### config.mk
export PLATFORM = sky130hd
export DESIGN_NAME = tlx_core
export DESIGN_NICKNAME = d
export VERILOG_FILES = /design/src/rtl/tlx_pkg.sv /design/src/rtl/tlx_sublit.sv /design/src/rtl/tlx_filemem.sv /design/src/rtl/tlx_core.sv
export VERILOG_INCLUDE_DIRS = /design/src /design/src/rtl
export SDC_FILE = /design/constraint.sdc
export NUM_CORES = 2
export LEC_CHECK = 0
export ABC_AREA = 1
export BUFFER_PORTS_ARGS = -buffer_cell sky130_fd_sc_hd__buf_2
export CORE_MARGIN = 10
export CORE_UTILIZATION = 50
export DETAILED_ROUTE_END_ITERATION = 7
export PLACE_DENSITY = 0.65
export SYNTH_ARGS = -nofsm -noshare
export SYNTH_HDL_FRONTEND = slang
export SYNTH_HIERARCHICAL = 1
export SYNTH_SLANG_ARGS = --single-unit
### constraint.sdc
create_clock -name clk -period 15.38 [get_ports clk]
set_clock_uncertainty 0.2 [all_clocks]
set_input_delay 0.769 -clock clk [delete_from_list [all_inputs] [get_ports clk]]
set_output_delay 0.769 -clock clk [all_outputs]
set_load 0.02 [all_outputs]
### src/rtl/tlx_map.svh
// Offsets, field positions and reset values for the table transfer block
`ifndef TLX_MAP_SVH
`define TLX_MAP_SVH
`define TLX_ADDR_CTRL     12'h000
`define TLX_ADDR_STATUS   12'h004
`define TLX_ADDR_WORKING_REGISTER     12'h008
`define TLX_ADDR_PTR      12'h00C
`define TLX_ADDR_LATCH    12'h010
`define TLX_ADDR_FLAGS    12'h014
`define TLX_ADDR_FILE     12'h018
`define TLX_ADDR_IBOUND   12'h01C
`define TLX_CTRL_GO_BIT   0
`define TLX_CTRL_OP_LSB   1
`define TLX_CTRL_T_BIT    3
`define TLX_CTRL_I_BIT    4
`define TLX_CTRL_ARG_LSB  8
`define TLX_CTRL_WAKE_BIT 16
`define TLX_CTRL_WDT_BIT  17
`define TLX_CTRL_SLP_BIT  18
`define TLX_FLG_C         0
`define TLX_FLG_DC        1
`define TLX_FLG_Z         2
`define TLX_FLG_OV        3
`define TLX_FLG_TO        4
`define TLX_FLG_PD        5
`define TLX_IBOUND_RST    16'h0800
`define TLX_FLG_RST       6'h30
`define TLX_FILE_WORDS    256
`endif

### src/rtl/tlx_pkg.sv
// Types shared by the table transfer block
package tlx_pkg;
  typedef enum logic [1:0] {
    TLX_OP_SUBLIT,
    TLX_OP_TWRITE,
    TLX_OP_LREAD,
    TLX_OP_SLEEP
  } tlx_op_t;

  typedef struct packed {
    logic       ov;
    logic       z;
    logic       dc;
    logic       c;
    logic [7:0] res;
  } tlx_alu_t;

  typedef struct packed {
    logic        req;
    logic [15:0] addr;
    logic [15:0] data;
  } tlx_pm_t;
endpackage : tlx_pkg

### src/rtl/tlx_sublit.sv
// Literal minus working register arithmetic
`timescale 1ns/1ns
`default_nettype none
module tlx_sublit (
  input  wire logic [7:0]       lit,
  input  wire logic [7:0]       working_register,
  output tlx_pkg::tlx_alu_t     alu
);
  logic [8:0] full;
  logic [4:0] half;
  always_comb begin
    full    = {1'b0, lit} + {1'b0, ~working_register} + 9'h001;
    half    = {1'b0, lit[3:0]} + {1'b0, ~working_register[3:0]} + 5'h01;
    alu.res = full[7:0];
    alu.c   = full[8];
    alu.dc  = half[4];
    alu.z   = (full[7:0] == 8'h00);
    alu.ov  = (lit[7] != working_register[7]) && (full[7] != lit[7]);
  end
endmodule : tlx_sublit
`default_nettype wire

### src/rtl/tlx_filemem.sv
// Byte-wide file register array with one write and one read port
`timescale 1ns/1ns
`default_nettype none
module tlx_filemem #(
  parameter int WORDS = 256
) (
  input  wire logic       clk,
  input  wire logic       we,
  input  wire logic [7:0] waddr,
  input  wire logic [7:0] wdata,
  input  wire logic [7:0] raddr,
  output logic      [7:0] rdata
);
  logic [7:0] mem [WORDS];
  // Eight-bit addresses reach exactly 256 words
  if (WORDS != 256) begin : g_words_chk
    $error("tlx_filemem needs 256 words");
  end
  always_ff @(posedge clk) begin
    if (we) mem[waddr] <= wdata;
  end
  always_comb rdata = mem[raddr];
endmodule : tlx_filemem
`default_nettype wire

### src/rtl/tlx_core.sv
// Table write, latch read, subtract-from-literal and sleep flag logic
// Function
// - Watchdog wake from sleep clears the timeout flag
// - Subtract-literal computes literal minus working register, updates OV C DC Z
// - Subtract-literal result replaces working register
// - Table write takes file address 0..255, byte select and increment bits
// - Table write first copies file byte into the table latch
// - Byte select 0 loads latch low, 1 loads latch high
// - Then whole latch is written to program memory at pointer
// - Table write to external memory completes in two cycles
// - Table write to on-chip memory runs long, ends on array ack or interrupt
// - Table write is two cycles nominally, many for on-chip memory
// - After table write pointer increments when increment bit is one
// - Latch read copies one latch byte into file register
// - Latch read leaves latch, program memory and pointer untouched
// - Latch read fetches byte, executes, writes file register last
`timescale 1ns/1ns
`default_nettype none
`include "tlx_map.svh"
module tlx_core (
  input  wire logic        clk,
  input  wire logic        rst_n,
  input  wire logic        psel,
  input  wire logic        penable,
  input  wire logic        pwrite,
  input  wire logic [11:0] paddr,
  input  wire logic [31:0] pwdata,
  output logic      [31:0] prdata,
  output logic             pready,
  output logic             pslverr,
  input  wire logic        irq,
  input  wire logic        pm_ack,
  output logic             pm_req,
  output logic      [15:0] pm_addr,
  output logic      [15:0] pm_data,
  output logic             pm_internal
);
  typedef enum logic [2:0] {ST_IDLE, ST_FETCH, ST_EXEC, ST_EXT, ST_INT} tlx_st_t;

  tlx_st_t             st_reg, st_next;
  tlx_pkg::tlx_op_t    op_reg, op_next;
  logic                t_reg, t_next, i_reg, i_next;
  logic [7:0]          arg_reg, arg_next;
  logic [7:0]          working_register_reg, working_register_next;
  logic [15:0]         ptr_reg, ptr_next;
  logic [15:0]         lat_reg, lat_next;
  logic [5:0]          flg_reg, flg_next;
  logic [15:0]         ibound_reg, ibound_next;
  logic                busy_reg, busy_next;
  logic [7:0]          rbyte_reg, rbyte_next;
  logic [31:0]         prdata_reg, prdata_next;
  logic                pready_reg, pready_next;
  logic                pslverr_reg, pslverr_next;
  tlx_pkg::tlx_pm_t    pm_reg, pm_next;
  logic                pmi_reg, pmi_next;
  logic                fwe;
  logic [7:0]          fwaddr, fwdata, fraddr, frdata;
  tlx_pkg::tlx_alu_t   alu;
  logic                acc, wr_ok;

  tlx_sublit u_alu (
    .lit  (arg_reg),
    .working_register (working_register_reg),
    .alu  (alu)
  );

  tlx_filemem #(.WORDS(`TLX_FILE_WORDS)) u_file (
    .clk   (clk),
    .we    (fwe),
    .waddr (fwaddr),
    .wdata (fwdata),
    .raddr (fraddr),
    .rdata (frdata)
  );

  function automatic logic [15:0] inc16(input logic [15:0] v);
    inc16 = v + 16'h0001;
  endfunction : inc16

  assign acc         = psel && penable && !pready_reg;
  assign prdata      = prdata_reg;
  assign pready      = pready_reg;
  assign pslverr     = pslverr_reg;
  assign pm_req      = pm_reg.req;
  assign pm_addr     = pm_reg.addr;
  assign pm_data     = pm_reg.data;
  assign pm_internal = pmi_reg;

  always_comb begin
    st_next      = st_reg;
    op_next      = op_reg;
    t_next       = t_reg;
    i_next       = i_reg;
    arg_next     = arg_reg;
    working_register_next    = working_register_reg;
    ptr_next     = ptr_reg;
    lat_next     = lat_reg;
    flg_next     = flg_reg;
    ibound_next  = ibound_reg;
    busy_next    = busy_reg;
    rbyte_next   = rbyte_reg;
    prdata_next  = prdata_reg;
    pready_next  = 1'b0;
    pslverr_next = 1'b0;
    pm_next      = pm_reg;
    pmi_next     = pmi_reg;
    fwe          = 1'b0;
    fwaddr       = arg_reg;
    fwdata       = rbyte_reg;
    fraddr       = arg_reg;
    wr_ok        = 1'b0;
    // Bus slave, one wait state; pointer and latch locked while busy
    if (acc) begin
      pready_next = 1'b1;
      if (pwrite) begin
        unique case (paddr)
          `TLX_ADDR_CTRL: begin
            if (pwdata[`TLX_CTRL_GO_BIT] && !busy_reg) begin
              op_next   = tlx_pkg::tlx_op_t'(pwdata[`TLX_CTRL_OP_LSB +: 2]);
              t_next    = pwdata[`TLX_CTRL_T_BIT];
              i_next    = pwdata[`TLX_CTRL_I_BIT];
              arg_next  = pwdata[`TLX_CTRL_ARG_LSB +: 8];
              busy_next = 1'b1;
              st_next   = ST_FETCH;
            end else if (pwdata[`TLX_CTRL_GO_BIT]) begin
              pslverr_next = 1'b1;
            end
            // Powerdown flag is low while asleep, so only then is a wake honoured
            if (pwdata[`TLX_CTRL_WAKE_BIT] && !flg_reg[`TLX_FLG_PD]) begin
              flg_next[`TLX_FLG_PD] = 1'b1;
              // Watchdog wake clears timeout, other wakes leave it set
              if (pwdata[`TLX_CTRL_WDT_BIT]) flg_next[`TLX_FLG_TO] = 1'b0;
            end
          end
          `TLX_ADDR_WORKING_REGISTER:   if (!busy_reg) working_register_next = pwdata[7:0];
          `TLX_ADDR_PTR:    if (!busy_reg) ptr_next = pwdata[15:0];
          `TLX_ADDR_LATCH:  if (!busy_reg) lat_next = pwdata[15:0];
          `TLX_ADDR_IBOUND: ibound_next = pwdata[15:0];
          `TLX_ADDR_FILE: begin
            if (!busy_reg) begin
              wr_ok  = 1'b1;
              fwe    = 1'b1;
              fwaddr = pwdata[15:8];
              fwdata = pwdata[7:0];
            end else begin
              pslverr_next = 1'b1;
            end
          end
          `TLX_ADDR_STATUS, `TLX_ADDR_FLAGS: ;
          default: pslverr_next = 1'b1;
        endcase
      end else begin
        unique case (paddr)
          `TLX_ADDR_CTRL:   prdata_next = {29'h0000_0000, i_reg, t_reg, 1'b0};
          `TLX_ADDR_STATUS: prdata_next = {28'h0000_0000, 1'b0, st_reg};
          `TLX_ADDR_WORKING_REGISTER:   prdata_next = {24'h00_0000, working_register_reg};
          `TLX_ADDR_PTR:    prdata_next = {16'h0000, ptr_reg};
          `TLX_ADDR_LATCH:  prdata_next = {16'h0000, lat_reg};
          `TLX_ADDR_FLAGS:  prdata_next = {26'h000_0000, flg_reg};
          `TLX_ADDR_IBOUND: prdata_next = {16'h0000, ibound_reg};
          `TLX_ADDR_FILE: begin
            fraddr      = pwdata[15:8];
            prdata_next = {24'h00_0000, frdata};
          end
          default: begin
            prdata_next  = 32'h0000_0000;
            pslverr_next = 1'b1;
          end
        endcase
      end
    end
    // Execution; file writes from the bus are refused while busy
    unique case (st_reg)
      ST_IDLE: ;
      ST_FETCH: begin
        fraddr = arg_reg;
        unique case (op_reg)
          tlx_pkg::TLX_OP_SUBLIT: begin
            working_register_next = alu.res;
            flg_next[`TLX_FLG_C]  = alu.c;
            flg_next[`TLX_FLG_DC] = alu.dc;
            flg_next[`TLX_FLG_Z]  = alu.z;
            flg_next[`TLX_FLG_OV] = alu.ov;
            st_next   = ST_IDLE;
            busy_next = 1'b0;
          end
          tlx_pkg::TLX_OP_TWRITE: begin
            // Latch byte chosen by select, other byte kept
            if (t_reg) lat_next[15:8] = frdata;
            else       lat_next[7:0]  = frdata;
            st_next = ST_EXEC;
          end
          tlx_pkg::TLX_OP_LREAD: begin
            rbyte_next = t_reg ? lat_reg[15:8] : lat_reg[7:0];
            st_next    = ST_EXEC;
          end
          tlx_pkg::TLX_OP_SLEEP: begin
            flg_next[`TLX_FLG_TO] = 1'b1;
            flg_next[`TLX_FLG_PD] = 1'b0;
            st_next   = ST_IDLE;
            busy_next = 1'b0;
          end
        endcase
      end
      ST_EXEC: begin
        if (op_reg == tlx_pkg::TLX_OP_LREAD) begin
          // Write-back last; latch and pointer left alone
          fwe       = !wr_ok;
          fwaddr    = arg_reg;
          fwdata    = rbyte_reg;
          st_next   = wr_ok ? ST_EXEC : ST_IDLE;
          busy_next = wr_ok;
        end else begin
          pm_next.req  = 1'b1;
          pm_next.addr = ptr_reg;
          pm_next.data = lat_reg;
          pmi_next     = ptr_reg < ibound_reg;
          st_next      = (ptr_reg < ibound_reg) ? ST_INT : ST_EXT;
        end
      end
      ST_EXT: begin
        pm_next.req = 1'b0;
        if (i_reg) ptr_next = inc16(ptr_reg);
        st_next   = ST_IDLE;
        busy_next = 1'b0;
      end
      ST_INT: begin
        // On-chip programming holds until the array acks or an interrupt ends it
        if (irq || pm_ack) begin
          pm_next.req = 1'b0;
          pmi_next    = 1'b0;
          if (i_reg) ptr_next = inc16(ptr_reg);
          st_next   = ST_IDLE;
          busy_next = 1'b0;
        end
      end
      default: st_next = ST_IDLE;
    endcase
  end

  always_ff @(posedge clk or negedge rst_n) begin
    if (!rst_n) begin
      st_reg      <= ST_IDLE;
      op_reg      <= tlx_pkg::TLX_OP_SUBLIT;
      t_reg       <= 1'b0;
      i_reg       <= 1'b0;
      arg_reg     <= 8'h00;
      working_register_reg    <= 8'h00;
      ptr_reg     <= 16'h0000;
      lat_reg     <= 16'h0000;
      flg_reg     <= `TLX_FLG_RST;
      ibound_reg  <= `TLX_IBOUND_RST;
      busy_reg    <= 1'b0;
      rbyte_reg   <= 8'h00;
      prdata_reg  <= 32'h0000_0000;
      pready_reg  <= 1'b0;
      pslverr_reg <= 1'b0;
      pm_reg      <= '0;
      pmi_reg     <= 1'b0;
    end else begin
      st_reg      <= st_next;
      op_reg      <= op_next;
      t_reg       <= t_next;
      i_reg       <= i_next;
      arg_reg     <= arg_next;
      working_register_reg    <= working_register_next;
      ptr_reg     <= ptr_next;
      lat_reg     <= lat_next;
      flg_reg     <= flg_next;
      ibound_reg  <= ibound_next;
      busy_reg    <= busy_next;
      rbyte_reg   <= rbyte_next;
      prdata_reg  <= prdata_next;
      pready_reg  <= pready_next;
      pslverr_reg <= pslverr_next;
      pm_reg      <= pm_next;
      pmi_reg     <= pmi_next;
    end
  end

  ext_two_cyc_a: assert property (@(posedge clk) disable iff (!rst_n)
    (st_reg == ST_EXEC && op_reg == tlx_pkg::TLX_OP_TWRITE && ptr_reg >= ibound_reg)
    |=> pm_reg.req ##1 !pm_reg.req && st_reg == ST_IDLE)
    else $error("external table write not two cycles");
  ptr_inc_a: assert property (@(posedge clk) disable iff (!rst_n)
    (st_reg == ST_EXT && i_reg) |=> ptr_reg == $past(ptr_reg) + 16'h0001)
    else $error("pointer not incremented");
  ptr_hold_a: assert property (@(posedge clk) disable iff (!rst_n)
    (st_reg == ST_EXEC && op_reg == tlx_pkg::TLX_OP_LREAD) |=> $stable(ptr_reg)
      && $stable(lat_reg))
    else $error("latch read disturbed latch or pointer");
  int_stop_a: assert property (@(posedge clk) disable iff (!rst_n)
    (st_reg == ST_INT && irq) |=> !pm_reg.req && st_reg == ST_IDLE)
    else $error("interrupt did not end on-chip write");
  lat_byte_a: assert property (@(posedge clk) disable iff (!rst_n)
    (st_reg == ST_FETCH && op_reg == tlx_pkg::TLX_OP_TWRITE && t_reg)
    |=> lat_reg[7:0] == $past(lat_reg[7:0]) && lat_reg[15:8] == $past(frdata))
    else $error("wrong latch byte loaded");
  pm_data_a: assert property (@(posedge clk) disable iff (!rst_n)
    $rose(pm_reg.req) |-> pm_reg.data == lat_reg && pm_reg.addr == ptr_reg)
    else $error("program word not latch at pointer");
  sub_working_register_a: assert property (@(posedge clk) disable iff (!rst_n)
    (st_reg == ST_FETCH && op_reg == tlx_pkg::TLX_OP_SUBLIT)
    |=> working_register_reg == $past(arg_reg) - $past(working_register_reg))
    else $error("subtract result wrong");
  sub_carry_a: assert property (@(posedge clk) disable iff (!rst_n)
    (st_reg == ST_FETCH && op_reg == tlx_pkg::TLX_OP_SUBLIT)
    |=> flg_reg[`TLX_FLG_C] == ($past(arg_reg) >= $past(working_register_reg)))
    else $error("carry not inverted borrow");
endmodule : tlx_core
`default_nettype wire

# Yosys cells after proc, flatten, opt, wreduce, memory -nomap -nowiden

Memory sizes are Yosys's and may differ from the RTL's.
Index checks and enable logic that the tools add are counted.

Add/subtract/negate cells: 5
Reduce and logical (&&, ||, !) cells: 28
Multiplexer cells: 86
Equal/unequal tests: 18
Magnitude comparators: 1
Bitwise logic cells: 4

Operators by type and width:

| cell                  | number |
|---|---|
| $mux 8                | 25 |
| $mux 16               | 12 |
| $pmux 16 s8           | 1 |
| $eq 12x5->1 const B   | 4 |
| $mux 33               | 1 |
| $pmux 16 s2           | 1 |
| $mux 1                | 25 |
| $eq 12x4->1 const B   | 2 |
| $mux 3                | 7 |
| $add 16x1->16 const B | 1 |
| $lt 16x16->1          | 1 |
| $eq 12x3->1 const B   | 1 |
| $logic_not 12->1      | 1 |
| $mux 2                | 6 |
| $pmux 3 s4            | 1 |
| $add 8x8->9           | 1 |
| $add 9x1->9 const B   | 1 |
| $reduce_and 3->1      | 3 |
| $logic_not 8->1       | 1 |
| $not 8->8             | 1 |
| $reduce_and 2->1      | 4 |
| $reduce_or 8->1       | 1 |
| $eq 3x2->1 const B    | 2 |
| $mux 6                | 1 |
| other kinds (25)      | 38 |

Register bits: 154
Input bits: 51
Word-level logic and storage cells: 163
Bits in writable memories: 2,048
Memories: 1
Output and inout bits: 68

Memories:

| memory     | depth | bits a word | read ports | clocked after Yosys merged registers in | wr ports | RTL line          | RTL |
|---|---|---|---|---|---|---|---|
| u_file.mem | 256   | 8           | 1          | 0                                       | 1        | tlx_filemem.sv:14 | `logic [7:0] mem [WORDS];` |

# Longest topological paths before layout

Depth in word-level cells: 9
Gate-level depth with buffers: 29
Depth with buffers taken out: 25

# Cells and area by module

Netlist, hierarchy kept.

Modules (own cells, without submodules):

| module      | seq. area each (µm²) | area an instance (µm²) | cells an instance | instances |
|---|---|---|---|---|
| tlx_filemem | 61,499.0             | 83,236.1               | 6,995             | 1 |
| tlx_core    | 3,457.1              | 8,328.0                | 1,113             | 1 |
| tlx_sublit  | 0.0                  | 501.7                  | 94                | 1 |

# Worst setup path before layout

No wires, ideal clock.

Kind: input -> register
Start: in paddr[11]
End: mem u_file.mem[0][0], data pin
Data arrival time: 5.425 ns
Setup time: 1.006 ns
Path slack: 8.749 ns
Required time: 14.174 ns
Stages on the path: 8
Buffers on the path: 1
Path through: nor2_1 > nand2_2 > clkinv_2 > nand3b_4 > nor2_8 > nand3_4 > buf_6 > a21oi_2

Word-level cells in the longest chain between the ends: 6

Ends and longest elaborated chain:

| what          | RTL line          | RTL |
|---|---|---|
| from (decl)   | tlx_core.sv:26    | `input wire logic [11:0] paddr,` |
| $eq 12x5->1 * | tlx_core.sv:116   | `unique case (paddr)` |
| $mux 8 *      | tlx_core.sv:116   |  |
| $mux 8 *      | tlx_core.sv:115   | `if (pwrite) begin` |
| $mux 8 *      | tlx_core.sv:113   | `if (acc) begin` |
| $mux 8        | tlx_core.sv:206   | `if (op_reg == tlx_pkg::TLX_OP_LREAD) begin` |
| $mux 8 *      | tlx_core.sv:173   | `unique case (st_reg)` |
| net fwdata[0] | tlx_core.sv:57    | `logic [7:0] fwaddr, fwdata, fraddr, frdata;` |
| to (decl)     | tlx_filemem.sv:14 |  |

The timed path passes the listed nets; every way through them passes the cells marked *.

# Final worst setup path

Start: in paddr[11]
End: reg prdata_reg[7] (netlist: prdata[7])

Word-level cells in the longest chain between the ends: 7
Elaborated cells between the ends (all ways): 14
Those cells by class: eq/ne (7); mux (5); reduce/logical (1); memory (1)

Ends and longest elaborated chain:

| what                 | RTL line        | RTL |
|---|---|---|
| $eq 12x5->1          | tlx_core.sv:153 | `unique case (paddr)` |
| $mux 8               | tlx_core.sv:153 |  |
| $mux 8               | tlx_core.sv:115 |  |
| $mux 8               | tlx_core.sv:113 |  |
| $mux 8               | tlx_core.sv:173 |  |
| net fraddr[1]        | tlx_core.sv:57  |  |
| $mem_v2 256x8        | --              |  |
| net frdata[7]        | tlx_core.sv:57  |  |
| $pmux 16 s8          | tlx_core.sv:153 |  |
| to (signal assigned) | tlx_core.sv:273 | `prdata_reg <= prdata_next;` |
| to (decl)            | tlx_core.sv:51  | `logic [31:0] prdata_reg, prdata_next;` |

The timed path passes the listed nets, and every way through them passes these cells.
A chain may end at the register's enable or synchronous reset.

==> reports/results.txt <==
Yosys cell types: 47
Area share of the largest cell type after synthesis: 66.8%
Post-Layout Cell Count: 10720
Routed vias/inst: 5.74
IO buf count: 88
Placed Cells incl. Taps: 10317
CTS tree: yes
Ant diodes: 0
Hold WS: 67.7 ps
Largest net degree at the start of global routing: 246
Clock Sink Count: 2186
Synthesis-to-finish area growth: 9.32%
CP endpoint kind: flop
Gr usage total: 23.2%
Sequential share of power: 55.6%
Critical path type: input pin to flop
Clock latency at the later pin of the worst-skew pair: 850 ps
Number of global-route vias before repair: 58220
RSZ-0062 raised after global routing: no
Cells after synthesis: 8202
Main flop type after synthesis: edfxtp_1
Setup TNS: 0 ps
Post-place setup slack: 7710 ps
Slew Limit Fails: 0
Setup Viol. Count Final: 0
Final wirelength: 242000 microns
Int Pwr: 9.28 mW
Placement Rows: 157
Critical path's slowest cell: buf_4
Area contributors post-synth: edfxtp_1 67%, nand3_1 11%, nand2_1 10%, dfrtp_1 3.7%, buf_2 1.5%
Ys async rst share: 6.31%
Crit start category: input pin
Area post-placement: 93700 sq um
Root buffer cell: clkbuf_16
Number of synthesized flops with an enable pin: 2048
Gr ovfl total: 0
Peak VDD IR: 0.107 mV
Die Height: 449 microns
Wire per inst: 22.6 microns
Hpwl dp: 136000 microns
Slowest stage delay, CP: 890 ps
Most Frequent Cell on Critical Path: nand3_1
Vias: 61545
Comb pwr share: 0.4%
Final nets: 8161
Clk pwr share: 44.0%
Register with the most flip-flops: u_file/mem
Post-layout util: 55.0%
Max reg flops: 2048
Post-synth top area cell: edfxtp_1
ANT nets after route: 0
Final period util: 44.7%
Syn Area/Cell: 11.2 sq um
Final Cell Area: 101000 sq um
Worst Path Arrival: 7370 ps
Gpl congestion: 0.925
Final worst slack: 8510 ps
FMAX: 146 MHz
Net Sw Power: 2.25 mW
Outcome: finished clean
Leak pwr: 37.2 nW
Net switching fraction of the power: 19.5%
Total CTS buffers: 214
YS warnings: 6
Clk slew on worst S/H paths: 60 ps
Initial antenna violation count: 1
Clock Tree Buf Depth: 3
Gates resized, CTS repair: 0
CORE AREA: 183000 sq um
Synthesized area: 92100 sq um
Tmin final: 6870 ps
DIE AREA: 202000 sq um
Worst setup path start: paddr[11]
Number of top-level pins: 119
Number of max-cap violations: 0
Worst Path Max Fanout: 102
Power per standard cell area: 115 nW/um^2
Htree depth: 4
Worst-case register-to-register setup slack: 8660 ps
Die width: 449 microns
Measured slew at the worst slew-check pin: 1190 ps
First-pass DRT Iterations: 6
Worst hold start: psel
Initial Util: 50.3%
Layout cell share with drive strength beyond 1: 7.28%
First-pass GRT wire length: 364000 microns
Endpoints failing hold: 0
Yosys reg bits: 2186
Fraction of the yosys area taken by sequential cells: 70.6%
Type of the worst min-delay path: input pin to flop
DR iter-0 viols: 7344
Reg-to-Reg Start: pready
Critical Path RT: 15880 ps
Slew HR: 20.4%
Total Power: 11.5 mW
DR DRC count: 0
-- cell usage in the layout, fill, tap and decap left out, types with 6 or more instances in the layout --
master / count
a21oi_1: 24
buf_12: 9
buf_2: 87
buf_4: 69
bufinv_16: 17
clkbuf_1: 35
clkbuf_16: 217
clkinv_1: 51
clkinv_2: 52
conb_1: 16
dfrtp_1: 135
dlygate4sd3_1: 12
edfxtp_1: 2048
ha_1: 28
inv_1: 168
inv_2: 20
inv_8: 9
nand2_1: 2516
nand2_2: 20
nand3_1: 2115
nand3_2: 7
nand3_4: 6
nand4_1: 12
nor2_1: 346
nor2_2: 12
nor2_4: 8
nor3_1: 8
o211ai_1: 21
o21ai_0: 55
o21ai_1: 46
o21ai_2: 17
o21ai_4: 6
or2_2: 7
-- timing repair --
| action | 4_1_cts | 5_1_grt |
|---|---|---|
| hold buffers | 12 | 0 |
| buffers inserted | 0 | 0 |
| endpoints found under the hold margin | 72 | 0 |
-- layout make-up --
| class | instances | area, sq um |
|---|---|---|
| clock buffers | 253 | 5580 |
| clock inverters | 138 | 1220 |
| fillers | 15219 | 82400 |
| inverters | 201 | 845 |
| multi-input cells | 5300 | 23700 |
| flip-flops and latches | 2186 | 65000 |
| well taps | 2464 | 3080 |
| repair buffers | 178 | 1260 |
-- critical path, delay by kind of cell --
family                 cells  cell delay, ps
AOI/OAI and AO/OA          2             600
and+or+nand+nor           18            2960
buffers and inverters      5            2900
-- path summary, 6_finish.rpt --
path	cells past startpoint	to
worst max register to register	23	prdata[7]
worst max-delay path	25	prdata[7]
max in group asynchronous	3	prdata[2]
worst min register to register	2	pm_addr[8]
worst min-delay path	3	pslverr
min in group asynchronous	2	pm_data[9]
-- power by group through the flow --
| stage | sequential, mW | clock, mW | combinational [mW] |
|---|---|---|---|
| after floorplan | 6.53 | 0 | 0.0230 |
| after global placement | 6.53 | 0 | 0.0449 |
| after detailed placement | 6.53 | 0 | 0.0453 |
| after CTS | 6.41 | 5.15 | 0.0480 |
| after global routing | 6.40 | 5.40 | 0.0524 |
| final | 6.41 | 5.08 | 0.0480 |
-- cell families after synthesis --
kind of cell / synth area share [%]
xor gates and xnor gates: 0.0380
AOI/OAI and AO/OA: 1.18
muxes: 0.0109
and+or+nand+nor: 24.0
buffers and inverters: 3.85
adders and majority gates: 0.402
DFF: 70.6
other: 0.00407
-- cell usage after synthesis (4+ instances only) --
library cell / count
a21oi_1: 24
a21oi_2: 4
buf_1: 40
buf_2: 278
buf_4: 65
buf_6: 26
clkbuf_1: 120
dfrtp_1: 135
edfxtp_1: 2048
ha_1: 28
inv_1: 175
inv_2: 23
nand2_1: 2518
nand2_2: 18
nand3_1: 2115
nand3_2: 7
nand3_4: 6
nand4_1: 12
nor2_1: 346
nor2_2: 12
nor2_4: 8
nor3_1: 8
o211ai_1: 21
o21ai_0: 56
o21ai_1: 52
o21ai_2: 16
or2_2: 7
xor2_1: 4
-- layer usage --
metal  vias to the layer above  wire length, microns  track usage [%]
met5                         -                     0                0
met4                         0                  8660             8.37
met3                       457                 21000             4.34
met2                      2604                113000             36.6
met1                     30062                 99100             32.3
li1                      28422                     -                -
No activity file was read; power rests on OpenSTA's default activity.
